### src/fcr_pkg.sv
// Constants and types shared by the motor-control angle and ramp register bank.
// Function
// - Control bit 7 enables overmodulation
// - Forced-start enable forces angle at low estimated speed
// - Ramp enable drives angle, self-clears when done
// - Angle-mode bit picks pulling or estimator angle
// - Topology field: 00 single, 01 dual, 11 triple
// - Bit 0 space-vector, bit 1 bipolar sine
// - Bit 7 selects sliding-mode or PLL estimator
// - Peak-clear bit zeroes peaks, then self-clears
// - Discontinuous space-vector never with single shunt
// - Alternate sampling: one phase per cycle, alternating
// - Offset target field steers offset writes
// - Bits 1/0 freeze q/d PI voltage updates
// - Minimum window register feeds sampling window
// - Narrow-pulse threshold suppresses short high-side pulses
// - Blanking register skips short low-side samples
// - Zero delay samples at nominal midpoint
// - Single-shunt delay is two's complement
// - Dual/triple delay is sign-magnitude
// - Offset reads MSB zero, range 0..32767
// - Speed accumulates acceleration, angle accumulates speed
// - Ramp ends after count times 256 cycles
// - Correction step unsigned, resets to one
// - Smooth switch steps toward estimated angle
// - Forced speed rises by increment, capped
package fcr_pkg;

  // *****************************************************************
  // Register indices (byte address is four times the index)
  // *****************************************************************
  localparam logic [15:0] IDX_CR1   = 16'h40A0;
  localparam logic [15:0] IDX_CR2   = 16'h40A1;
  localparam logic [15:0] IDX_WMIN  = 16'h40A2;
  localparam logic [15:0] IDX_NPT   = 16'h40A3;
  localparam logic [15:0] IDX_BLANK = 16'h40A4;
  localparam logic [15:0] IDX_TDLY  = 16'h40A5;
  localparam logic [15:0] IDX_OFS_H = 16'h40A6;
  localparam logic [15:0] IDX_OFS_L = 16'h40A7;
  localparam logic [15:0] IDX_SPD_H = 16'h40A8;
  localparam logic [15:0] IDX_SPD_L = 16'h40A9;
  localparam logic [15:0] IDX_ACC_H = 16'h40AA;
  localparam logic [15:0] IDX_ACC_L = 16'h40AB;
  localparam logic [15:0] IDX_RCNT  = 16'h40AC;
  localparam logic [15:0] IDX_STEP  = 16'h40AD;

  // *****************************************************************
  // Reset values, field positions and codes
  // *****************************************************************
  localparam logic [7:0]  RST_ZERO  = 8'h00;
  localparam logic [7:0]  RST_STEP  = 8'h01;
  localparam logic [14:0] RST_OFS   = 15'h4000;
  localparam int B_OVM  = 7;
  localparam int B_ESTIMATOR_FORCED_START_EN = 6;
  localparam int B_RAMP = 5;
  localparam int B_ANGLE_SOURCE_SELECT = 4;
  localparam int B_ESTIMATOR_TYPE_SELECT = 7;
  localparam int B_PCLR = 6;
  localparam int B_DSV  = 5;
  localparam int B_ALT  = 4;
  localparam int B_QD   = 1;
  localparam int B_DD   = 0;
  localparam logic [1:0] TOPO_SINGLE = 2'h0;
  localparam logic [1:0] TGT_A       = 2'h1;
  localparam logic [1:0] TGT_B       = 2'h2;
  localparam int RAMP_CNT_SHIFT = 8;

  // *****************************************************************
  // Timing
  // *****************************************************************
  localparam int CLK_PERIOD_PS = 50000;
  localparam int BLANK_UNIT_PS = 41670;
  // A count of blanking units never spans less than one bus clock.
  localparam int BLANK_UNIT_CYC = (BLANK_UNIT_PS / CLK_PERIOD_PS) < 1 ? 1 : (BLANK_UNIT_PS / CLK_PERIOD_PS);

  typedef enum logic [2:0] {SRC_PULL, SRC_RAMP, SRC_SMOOTH, SRC_EST, SRC_FORCED} fcr_src_t;

endpackage : fcr_pkg

### src/fcr_regs.sv
// APB register bank and per-PWM-cycle angle source engine.
//
// The APB interface to the registers was decided locally.
`timescale 1ns/1ps
module fcr_regs
  import fcr_pkg::*;
(
  input  wire logic        pclk,
  input  wire logic        presetn,
  input  wire logic        psel,
  input  wire logic        penable,
  input  wire logic        pwrite,
  input  wire logic [17:0] paddr,
  input  wire logic [31:0] pwdata,
  input  wire logic [3:0]  pstrb,
  output logic             pready,
  output logic [31:0]      prdata,
  output logic             pslverr,
  input  wire logic        pwm_tick,
  input  wire logic [15:0] estimated_angle,
  input  wire logic        est_speed_below_min,
  input  wire logic [15:0] forced_speed_increment,
  input  wire logic [15:0] forced_speed_hold,
  output logic             overmod_enable,
  output logic             space_vector_select,
  output logic             sine_polarity_select,
  output logic [1:0]       shunt_topology,
  output logic             estimator_type_select,
  output logic             q_pi_disable,
  output logic             d_pi_disable,
  output logic             alternate_sampling_select,
  output logic             discontinuous_sv_active,
  output logic             sample_phase_toggle,
  output logic             phase_peak_clear,
  output logic [14:0]      offset_a,
  output logic [14:0]      offset_b,
  output logic [14:0]      offset_c,
  output logic [7:0]       sample_window_min,
  output logic [7:0]       narrow_pulse_threshold,
  output logic [7:0]       sample_blanking_time,
  output logic [8:0]       trigger_delay_cycles,
  output logic             ramp_active,
  output logic [15:0]      angle_out,
  output fcr_src_t         angle_source
);

  // *****************************************************************
  // State
  // *****************************************************************
  typedef struct packed {
    logic [7:0]  cr1;
    logic [7:0]  cr2;
    logic [7:0]  wmin;
    logic [7:0]  npt;
    logic [7:0]  blank;
    logic [7:0]  tdly;
    logic [14:0] ofs_a;
    logic [14:0] ofs_b;
    logic [14:0] ofs_c;
    logic [31:0] speed;
    logic [15:0] accel;
    logic [7:0]  rcnt;
    logic [7:0]  step;
    logic [15:0] ramp_ctr;
    logic [15:0] ol;
    logic [15:0] fspeed;
    logic [15:0] fangle;
    fcr_src_t    src;
    logic [15:0] angle;
    logic [8:0]  dly;
    logic        dsv;
    logic        phase;
    logic        pclr;
    logic        pready;
    logic        pslverr;
    logic [7:0]  prdata;
  } fcr_state_t;

  fcr_state_t  s_r;
  fcr_state_t  s_nxt;
  logic [15:0] idx;
  logic        acc;
  logic        wr;
  logic        hit;
  logic [7:0]  rd;
  logic [14:0] ofs_sel;
  logic [31:0] nspeed;
  logic [16:0] ctr_inc;
  logic [16:0] fsum;
  logic [15:0] diff;
  logic [15:0] mag;
  logic [15:0] fsp;

  assign idx = paddr[17:2];
  assign acc = psel & penable;
  assign wr  = acc & s_r.pready & pwrite & pstrb[0] & hit;
  assign hit = (paddr[1:0] == 2'h0) && (idx >= IDX_CR1) && (idx <= IDX_STEP);

  // *****************************************************************
  // Read multiplexer
  // *****************************************************************
  always_comb begin
    case (s_r.cr2[3:2])
      TGT_A:   ofs_sel = s_r.ofs_a;
      TGT_B:   ofs_sel = s_r.ofs_b;
      default: ofs_sel = s_r.ofs_c;
    endcase
    case (idx)
      IDX_CR1:   rd = s_r.cr1;
      IDX_CR2:   rd = s_r.cr2;
      IDX_WMIN:  rd = s_r.wmin;
      IDX_NPT:   rd = s_r.npt;
      IDX_BLANK: rd = s_r.blank;
      IDX_TDLY:  rd = s_r.tdly;
      IDX_OFS_H: rd = {1'b0, ofs_sel[14:8]};
      IDX_OFS_L: rd = ofs_sel[7:0];
      IDX_SPD_H: rd = s_r.speed[31:24];
      IDX_SPD_L: rd = s_r.speed[23:16];
      IDX_ACC_H: rd = s_r.accel[15:8];
      IDX_ACC_L: rd = s_r.accel[7:0];
      IDX_RCNT:  rd = s_r.rcnt;
      IDX_STEP:  rd = s_r.step;
      default:   rd = RST_ZERO;
    endcase
  end

  // *****************************************************************
  // Next state
  // *****************************************************************
  always_comb begin
    s_nxt   = s_r;
    nspeed  = s_r.speed + {16'h0, s_r.accel};
    ctr_inc = {1'b0, s_r.ramp_ctr} + 17'h1;
    diff    = estimated_angle - s_r.ol;
    mag     = diff[15] ? (16'h0 - diff) : diff;
    fsum    = {1'b0, s_r.fspeed} + {1'b0, forced_speed_increment};
    fsp     = (fsum > {1'b0, forced_speed_hold}) ? forced_speed_hold : fsum[15:0];

    // One wait state: the answer comes in the second access cycle.
    s_nxt.pready = acc & ~s_r.pready;
    if (acc & ~s_r.pready) begin
      s_nxt.pslverr = ~hit;
      s_nxt.prdata  = hit ? rd : RST_ZERO;
    end

    // Peak clear lasts one cycle, then the bit returns to zero.
    s_nxt.pclr = s_r.cr2[B_PCLR];
    if (s_r.cr2[B_PCLR]) begin
      s_nxt.cr2[B_PCLR] = 1'b0;
    end

    // Discontinuous mode is withheld from the driver in single shunt,
    // so a wrong setting cannot corrupt the single sample point.
    s_nxt.dsv = s_r.cr2[B_DSV] & (s_r.cr1[3:2] != TOPO_SINGLE);
    if (s_r.cr1[3:2] == TOPO_SINGLE) begin
      s_nxt.dly = {s_r.tdly[7], s_r.tdly};
    end else if (s_r.tdly[7]) begin
      s_nxt.dly = 9'h000 - {2'h0, s_r.tdly[6:0]};
    end else begin
      s_nxt.dly = {2'h0, s_r.tdly[6:0]};
    end

    if (!s_r.cr1[B_RAMP]) begin
      s_nxt.ramp_ctr = 16'h0000;
    end

    if (pwm_tick) begin
      if (s_r.cr2[B_ALT] && (s_r.cr1[3:2] != TOPO_SINGLE)) begin
        s_nxt.phase = ~s_r.phase;
      end
      if (s_r.src != SRC_FORCED) begin
        s_nxt.fspeed = 16'h0000;
      end
      if (s_r.cr1[B_RAMP]) begin
        s_nxt.speed = nspeed;
        s_nxt.ol    = s_r.ol + nspeed[31:16];
        s_nxt.angle = s_r.ol + nspeed[31:16];
        s_nxt.src   = SRC_RAMP;
        if (ctr_inc >= {1'b0, s_r.rcnt, 8'h00}) begin
          s_nxt.cr1[B_RAMP] = 1'b0;
          s_nxt.ramp_ctr    = 16'h0000;
        end else begin
          s_nxt.ramp_ctr = ctr_inc[15:0];
        end
      end else if (!s_r.cr1[B_ANGLE_SOURCE_SELECT]) begin
        s_nxt.ol    = s_r.ol + s_r.speed[31:16];
        s_nxt.angle = s_r.ol + s_r.speed[31:16];
        s_nxt.src   = SRC_PULL;
      end else if ((s_r.src == SRC_RAMP) || (s_r.src == SRC_SMOOTH)) begin
        if (mag <= {8'h00, s_r.step}) begin
          s_nxt.angle = estimated_angle;
          s_nxt.src   = SRC_EST;
        end else if (diff[15]) begin
          s_nxt.ol    = s_r.ol - {8'h00, s_r.step};
          s_nxt.angle = s_r.ol - {8'h00, s_r.step};
          s_nxt.src   = SRC_SMOOTH;
        end else begin
          s_nxt.ol    = s_r.ol + {8'h00, s_r.step};
          s_nxt.angle = s_r.ol + {8'h00, s_r.step};
          s_nxt.src   = SRC_SMOOTH;
        end
      end else if (s_r.cr1[B_ESTIMATOR_FORCED_START_EN] && est_speed_below_min) begin
        s_nxt.fspeed = (s_r.src == SRC_FORCED) ? fsp : 16'h0000;
        s_nxt.fangle = s_r.fangle + s_nxt.fspeed;
        s_nxt.angle  = s_r.fangle + s_nxt.fspeed;
        s_nxt.src    = SRC_FORCED;
      end else begin
        s_nxt.angle = estimated_angle;
        s_nxt.fangle = estimated_angle;
        s_nxt.src   = SRC_EST;
      end
    end

    // Software writes come last so that a write wins over any
    // hardware update landing in the same cycle.
    if (wr) begin
      case (idx)
        IDX_CR1:   s_nxt.cr1 = pwdata[7:0];
        IDX_CR2:   s_nxt.cr2 = pwdata[7:0] | {1'b0, s_nxt.cr2[B_PCLR], 6'h00};
        IDX_WMIN:  s_nxt.wmin = pwdata[7:0];
        IDX_NPT:   s_nxt.npt = pwdata[7:0];
        IDX_BLANK: s_nxt.blank = pwdata[7:0];
        IDX_TDLY:  s_nxt.tdly = pwdata[7:0];
        IDX_OFS_H: begin
          case (s_r.cr2[3:2])
            TGT_A:   s_nxt.ofs_a[14:8] = pwdata[6:0];
            TGT_B:   s_nxt.ofs_b[14:8] = pwdata[6:0];
            default: s_nxt.ofs_c[14:8] = pwdata[6:0];
          endcase
        end
        IDX_OFS_L: begin
          case (s_r.cr2[3:2])
            TGT_A:   s_nxt.ofs_a[7:0] = pwdata[7:0];
            TGT_B:   s_nxt.ofs_b[7:0] = pwdata[7:0];
            default: s_nxt.ofs_c[7:0] = pwdata[7:0];
          endcase
        end
        IDX_SPD_H: begin
          s_nxt.speed[31:24] = pwdata[7:0];
          s_nxt.speed[15:0]  = 16'h0000;
        end
        IDX_SPD_L: s_nxt.speed[23:16] = pwdata[7:0];
        IDX_ACC_H: s_nxt.accel[15:8] = pwdata[7:0];
        IDX_ACC_L: s_nxt.accel[7:0] = pwdata[7:0];
        IDX_RCNT:  s_nxt.rcnt = pwdata[7:0];
        IDX_STEP:  s_nxt.step = pwdata[7:0];
        default:   s_nxt.rcnt = s_nxt.rcnt;
      endcase
    end
  end

  // *****************************************************************
  // Register
  // *****************************************************************
  always_ff @(posedge pclk or negedge presetn) begin
    if (!presetn) begin
      s_r          <= '0;
      s_r.ofs_a    <= RST_OFS;
      s_r.ofs_b    <= RST_OFS;
      s_r.ofs_c    <= RST_OFS;
      s_r.step     <= RST_STEP;
      s_r.src      <= SRC_PULL;
    end else begin
      s_r <= s_nxt;
    end
  end

  // *****************************************************************
  // Outputs
  // *****************************************************************
  assign pready                    = s_r.pready;
  assign prdata                    = {24'h000000, s_r.prdata};
  assign pslverr                   = s_r.pslverr;
  assign overmod_enable            = s_r.cr1[B_OVM];
  assign space_vector_select       = s_r.cr1[0];
  assign sine_polarity_select      = s_r.cr1[1];
  assign shunt_topology            = s_r.cr1[3:2];
  assign estimator_type_select     = s_r.cr2[B_ESTIMATOR_TYPE_SELECT];
  assign q_pi_disable              = s_r.cr2[B_QD];
  assign d_pi_disable              = s_r.cr2[B_DD];
  assign alternate_sampling_select = s_r.cr2[B_ALT];
  assign discontinuous_sv_active   = s_r.dsv;
  assign sample_phase_toggle       = s_r.phase;
  assign phase_peak_clear          = s_r.pclr;
  assign offset_a                  = s_r.ofs_a;
  assign offset_b                  = s_r.ofs_b;
  assign offset_c                  = s_r.ofs_c;
  assign sample_window_min         = s_r.wmin;
  assign narrow_pulse_threshold    = s_r.npt;
  assign sample_blanking_time      = s_r.blank;
  assign trigger_delay_cycles      = s_r.dly;
  assign ramp_active               = s_r.cr1[B_RAMP];
  assign angle_out                 = s_r.angle;
  assign angle_source              = s_r.src;
endmodule : fcr_regs

### config.mk
export PLATFORM = sky130hd
export DESIGN_NAME = fcr_regs
export DESIGN_NICKNAME = d
export VERILOG_FILES = /design/src/fcr_pkg.sv /design/src/fcr_regs.sv
export SDC_FILE = /design/constraint.sdc
export NUM_CORES = 1
export LEC_CHECK = 0
export BUFFER_PORTS_ARGS = -buffer_cell sky130_fd_sc_hd__buf_2
export CAP_MARGIN = 25
export CORE_MARGIN = 4
export CORE_UTILIZATION = 48
export DETAILED_ROUTE_END_ITERATION = 12
export GPL_ROUTABILITY_DRIVEN = 0
export PLACE_DENSITY = 0.81
export SYNTH_ARGS = -nofsm -noshare
export SYNTH_HDL_FRONTEND = slang
export SYNTH_SLANG_ARGS = --single-unit
export TNS_END_PERCENT = 1
### constraint.sdc
create_clock -name pclk -period 6.67 [get_ports pclk]
set_input_delay 0.667 -clock pclk [delete_from_list [all_inputs] [get_ports pclk]]
set_output_delay 0.667 -clock pclk [all_outputs]
set_load 0.005 [all_outputs]
==> results of run 1 <==
[cell usage after synthesis (59+ instances only)]
cell      number  area share
a21oi_1      154       0.038
buf_4        133       0.049
clkbuf_1      80       0.015
dfrtp_1      257        0.32
ha_1         147       0.090
inv_1         90       0.017
mux2_2       121       0.067
nand2_1      262       0.048
nor2_1       175       0.032
o21ai_0      146       0.036
xnor2_1       89       0.038
xor2_1        59       0.025
[worst max-delay path by stage]
stage / start / endpoint / cells after the start
3_5_place_dp: forced_speed_increment[0] / angle_out[14] / 36
3_3_place_gp: forced_speed_increment[0] / angle_out[14] / 36
2_1_floorplan: forced_speed_increment[0] / angle_out[15] / 34
5_1_grt: s_r[57] / angle_out[15] / 34
6_report: s_r[57] / angle_out[15] / 34
4_1_cts: s_r[57] / angle_out[15] / 35
[per-stage QoR]
step                      hold slack, ps  cell area [sq um]  TNS (ps)  std cells  total power (uW)
after floorplan                    354.0              20500    -280.2       2344              4179
after global placement             400.1              21490     -2921       2941              4783
after detailed placement           412.2              21500     -5446       2942              4923
after CTS                          137.4              22560    -549.7       3000              6658
after global routing               170.8              22720     -5540       3008              7120
final                              88.14              22720     -1225       3008              6753
[repair_timing]
item | CTS | global route
resized for setup | 7 | 28
setup endpoints to repair | 7 | 19
setup buffers | 4 | 6
hold buffers | 0 | 0
pin swaps | 11 | 25
[critical path: cells and delay by family (launching register included)]
family	cells	cell delay, ps
simple gates	6	930
flops	1	380
buf+inv	3	340
fa+ha+maj	4	1050
mux	1	190
compound gates	18	3730
xor+xnor	2	240
[kinds of logic after synthesis]
| group | Yosys count |
|---|---|
| fa+ha+maj | 154 |
| buf+inv | 318 |
| xor+xnor | 148 |
| mux | 149 |
| other cells | 1 |
| flops | 261 |
| simple gates | 681 |
| compound gates | 609 |
[layer usage]
metal	wire length [um]	part of all wire
met1	23870	0.38
met3	5328	0.086
met2	29520	0.48
met5	0	0
met4	3323	0.054
[flip-flops by register name, summed over array words and instances, names as in the netlist, 2 cells and up]
signal                  flops
sample_window_min           8
angle_out                  16
trigger_delay_cycles        8
shunt_topology              2
sample_blanking_time        8
offset_b                   15
narrow_pulse_threshold      8
s_r                       141
offset_a                   15
prdata                      8
offset_c                   15
angle_source                3
[power by group]
| part | internal [uW] | switching (uW) |
|---|---|---|
| Sequential | 1670 | 144 |
| Clock | 1000 | 713 |
| Combinational | 1350 | 1870 |
[layout make-up]
type,count,share of cell area
flip-flops and latches,261,0.2877
clock buffers,37,0.03503
multi-input cells,1765,0.5449
well taps,539,0.02969
diodes,1,0.0001102
inverters,91,0.01504
clock inverters,17,0.009418
repair buffers,297,0.07805
==> reports/metrics.yaml, run 1 <==
status:
  status: "complete, but fails checks"
  failed_checks: "setup timing"
logic_synthesis:
  yosysSeqAreaShare: 0.3211
  synthCells: 2321
  yosys.area_share.xor_xnor: 0.06369
  synthMuxAreaShare: 0.08102
  synthFlopType: "dfrtp_1"
  synth_area_sq_um: 20350
  ys_async_sr_fraction: 1.000
  avgSynthCellArea_sq_um: 8.769
  synthAdderAreaFrac: 0.09725
  yosys_register_bits: 261
  synth_edf_count: 0
  synthSimpleGateAreaFrac: 0.1550
  yosys.cell_types.count: 94
  synth_top_family_by_area: "compound AO/OA/AOI/OAI gates"
  yosysWarnings: 0
  synth_compound_area_frac: 0.1980
global_routing:
  grt.overflow.total: 0
  antenna_found_initial: 1
  grtUsageTotal: 0.2579
  grt_pass1_wl_um: 98590
  grt_use_met1: 0.3187
  met2_usage: 0.4362
  global_route.usage.met3: 0.04965
  grt_max_degree: 159
  grt.busiest_layer: "met2"
  grt_pass1_vias: 18600
worst_setup_path:
  slowest_stage: "or4_4"
  cp_max_fo: 5
  r2r_cells: 34
  end_kind: "flip-flop"
  reg2reg_to: "angle_out[15]"
  cp_data_required_time_ps: 7130
  cp-start-kind: "flip-flop"
  r2r-start: "s_r[57]"
  slowest_delay_ps: 440
  r2r_slack_ps: -290
  crit_arrival_ps: 7420
  critPathKind: "reg -> reg"
routing:
  wl_per_cell_um: 20.62
  finalWirelength_um: 62040
  first_iter_violations: 2157
  dr_total_vias: 18670
  drt_first_pass_iters: 8
  via_per_inst: 6.205
  antenna_left: 0
  drcViolationCount: 0
floorplan:
  die_w_um: 213.9
  die_area_sq_um: 45760
  pin_count: 253
  rows: 75
  coreArea_sq_um: 41950
  chipHeight_um: 213.9
  start_util: 0.4852
placement:
  dp_hpwl_um: 45720
  port_buffers: 201
  dp_slack_ps: -732.7
sta:
  period_share: 1.044
  fmax_ghz: 0.1437
  fin_skew_ps: 27.04
  hold_viol: 0
  finalSetupViolCount: 8
  final.setup.worst_slack_ps: -290.6
  period_minus_slack_ps: 6961
  rsz0062_at_grt: "true"
  slew_viol_final: 0
  slew_headroom: 0.2479
  worstMarginPinSlew_ps: 1120
clocking:
  insertion_delay_ps: 600
  cts.sinks: 261
  clockBufferDepth: 3
  numCtsBuffers: 29
  ctsHtreeMaxLevel: 1
  root_buffer: "clkbuf_16"
  cts_tree: "done"
  path_clk_slew_ps: 60
finish:
  nNetsFinal: 2708
  n_fill_cell: 3594
  drive_gt1_frac: 0.2143
  mostFrequentLayoutCells: "nand2_1 (262), dfrtp_1 (257), buf_2 (200), nor2_1 (174), a21oi_1 (149)"
  multi_input_area_sq_um: 12380
  final_common_cell: "nand2_1"
  syn_to_final_growth_pct: 11.61
  seqCellArea_sq_um: 6536
  post-route-util: 0.5416
power_and_ir_drop:
  ir_worst_vdd_mv: 0.2594
  power.density_nw_per_um2: 297.3
  leakagePower_uw: 0.01113
run:
  maxCapViolCount: 0
worst_hold_path:
  hp-class: "in -> async"
No activity file was read; power rests on OpenSTA's default activity.
==> inputs of run 2 (changes only) <==
- PLACE_DENSITY: 0.81 -> default
- PLACE_DENSITY_LB_ADDON: default -> 0.05
==> reports/metrics.yaml, run 2 (synthesis results as in run 1) <==
status:
  status: "complete, but fails checks"
  failed_checks: "setup timing"
routing:
  first_iter_violations: 1454  # -33%
  dr_total_vias: 17690  # -5.2%
  drt_first_pass_iters: 6  # -2
  antenna_left: 0  # unchanged
  wl_per_cell_um: 21.26  # +3.1%
  via_per_inst: 5.848  # -5.8%
  finalWirelength_um: 64310  # +3.7%
  drcViolationCount: 0  # unchanged
sta:
  finalSetupViolCount: 6  # -2
  slew_viol_final: 0  # unchanged
  rsz0062_at_grt: "true"
  slew_headroom: 0.3347  # +0.08680
  hold_viol: 0  # unchanged
  period_share: 1.024  # -0.01942
  worstMarginPinSlew_ps: 984.5  # -135.0 ps
  period_minus_slack_ps: 6831  # -129.5 ps
  fin_skew_ps: 16.61  # -10.43 ps
  fmax_ghz: 0.1464  # +1.9%
  final.setup.worst_slack_ps: -161.1  # +129.5 ps
clocking:
  root_buffer: "clkbuf_16"
  ctsHtreeMaxLevel: 1  # unchanged
  path_clk_slew_ps: 70  # about the same
  cts_tree: "done"
  insertion_delay_ps: 590  # about the same
  clockBufferDepth: 3  # unchanged
  numCtsBuffers: 31  # +6.9%
  cts.sinks: 261  # unchanged
worst_setup_path:
  slowest_delay_ps: 450  # about the same
  crit_arrival_ps: 7330  # -90 ps
  critPathKind: "reg -> reg"
  slowest_stage: "or4_4"
  end_kind: "flip-flop"
  cp-start-kind: "flip-flop"
  cp_data_required_time_ps: 7170  # +40 ps
  cp_max_fo: 15  # +10
  critPathMostFrequentCell: "buf_4"
power_and_ir_drop:
  p_comb_frac: 0.478  # about the same
  power.density_nw_per_um2: 299.5  # +0.76%
  leakagePower_uw: 0.01120  # +0.66%
  sw_frac_of_total: 0.4067  # +0.002380
  ir_worst_vdd_mv: 0.2156  # -17%
  p_switching_uw: 2782  # +1.9%
  p_int_uw: 4059  # +0.89%
  clkPwrFrac: 0.259  # +0.005
  finalPower_uw: 6841  # +1.3%
  sequentialPowerShare: 0.263  # -0.005
run:
  maxCapViolCount: 0  # unchanged
global_routing:
  grtUsageTotal: 0.2714  # +0.01353
  grt_pass1_wl_um: 100700  # +2.1%
  antenna_found_initial: 0  # -1
  grt.overflow.total: 0  # unchanged
  grt_pass1_vias: 17480  # -6.0%
  grt_max_degree: 139  # -13%
finish:
  nNetsFinal: 2723  # +0.55%
  drive_gt1_frac: 0.2193  # +0.004972
  multi_input_area_sq_um: 12370  # about the same
  seqCellArea_sq_um: 6536  # unchanged
  largest_reg_flops: 141  # unchanged
  top_register: "s_r"
  fin_cells: 3025  # +0.57%
  mostFrequentLayoutCells: "nand2_1 (262), dfrtp_1 (257), buf_2 (200), nor2_1 (174), a21oi_1 (147)"
  final_common_cell: "nand2_1"
  syn_to_final_growth_pct: 12.21
  n_fill_cell: 3951  # +9.9%
floorplan:
  pin_count: 253  # unchanged
  start_util: 0.4852  # unchanged
  die_w_um: 213.9  # unchanged
  coreArea_sq_um: 41950  # unchanged
  die_area_sq_um: 45760  # unchanged
  chipHeight_um: 213.9  # unchanged
  rows: 75  # unchanged
worst_hold_path:
  hp-class: "in -> async"
placement:
  dp_cells: 2962  # +0.68%
  port_buffers: 201  # unchanged
  dp_hpwl_um: 48850  # +6.8%
-- run 2: layout make-up --
type | count | area share
well taps | 539 | 0.02953
flip-flops and latches | 261 | 0.2862
clock inverters | 15 | 0.006629
clock buffers | 43 | 0.03988
inverters | 91 | 0.01496
diodes | 1 | 0.0001096
multi-input cells | 1765 | 0.5415
repair buffers | 310 | 0.08119
-- run 2: worst paths after layout --
path	endpoint	startpoint	cells past startpoint	slack, ps
min reg2reg	phase_peak_clear	s_nxt[10]	0	420
max	angle_out[11]	s_r[57]	36	-160
max reg2reg	angle_out[11]	s_r[57]	36	-160
min in group pclk	s_r[105]	pwdata[0]	3	410
max in group asynchronous	s_r[93]	presetn	2	5400
min	angle_out[4]	presetn	1	30
-- run 2: metal layers --
layer	vias up	track usage	wire length (um)	share of wire
met1	8626	0.3681	28090	0.44
met4	0	0.06786	1733	0.027
met2	527	0.4607	30730	0.48
met3	90	0.03858	3759	0.058
met5	-	0	0	0
li1	8448	-	-	-
-- run 2: repair_timing --
action                     in CTS  in global routing
resized for setup               6                 22
hold endpoints to repair        0                  0
hold buffers                    0                  0
pin swaps                       6                  4
setup buffers                   4                  0
setup endpoints to repair      10                 19
-- run 2: critical path: cells and delay by family, from the launching register on --
family                     cells  cell delay [ps]
AOI/OAI and AO/OA             15             2770
and+or+nand+nor                9             1300
adders and majority gates      4             1040
buffers and inverters          7              940
DFF                            1              390
muxes                          1              260
-- run 2: power by group through the flow --
stage          logic, uW  clock network, uW  registers, uW
5_1_grt             3590               1860           1810
2_1_floorplan       2420                  0           1760
6_report            3270               1770           1800
4_1_cts             3210               1800           1800
3_3_place_gp        3110                  0           1830
3_5_place_dp        3180                  0           1830
-- run 2: through the flow --
stage               utilization  setup TNS, ps  instance area, sq um  worst slack [ps]  hold slack (ps)
floorplan                     -         -280.2                 20500            -140.5            354.0
global placement         0.5157          -3915                 21630            -548.8            396.3
detailed placement       0.5157          -6438                 21630            -748.7            368.3
CTS                      0.5423          -1159                 22750            -289.5            45.53
global route             0.5444          -6146                 22840            -693.7            75.12
finish                   0.5445         -563.3                 22840            -161.1            30.75
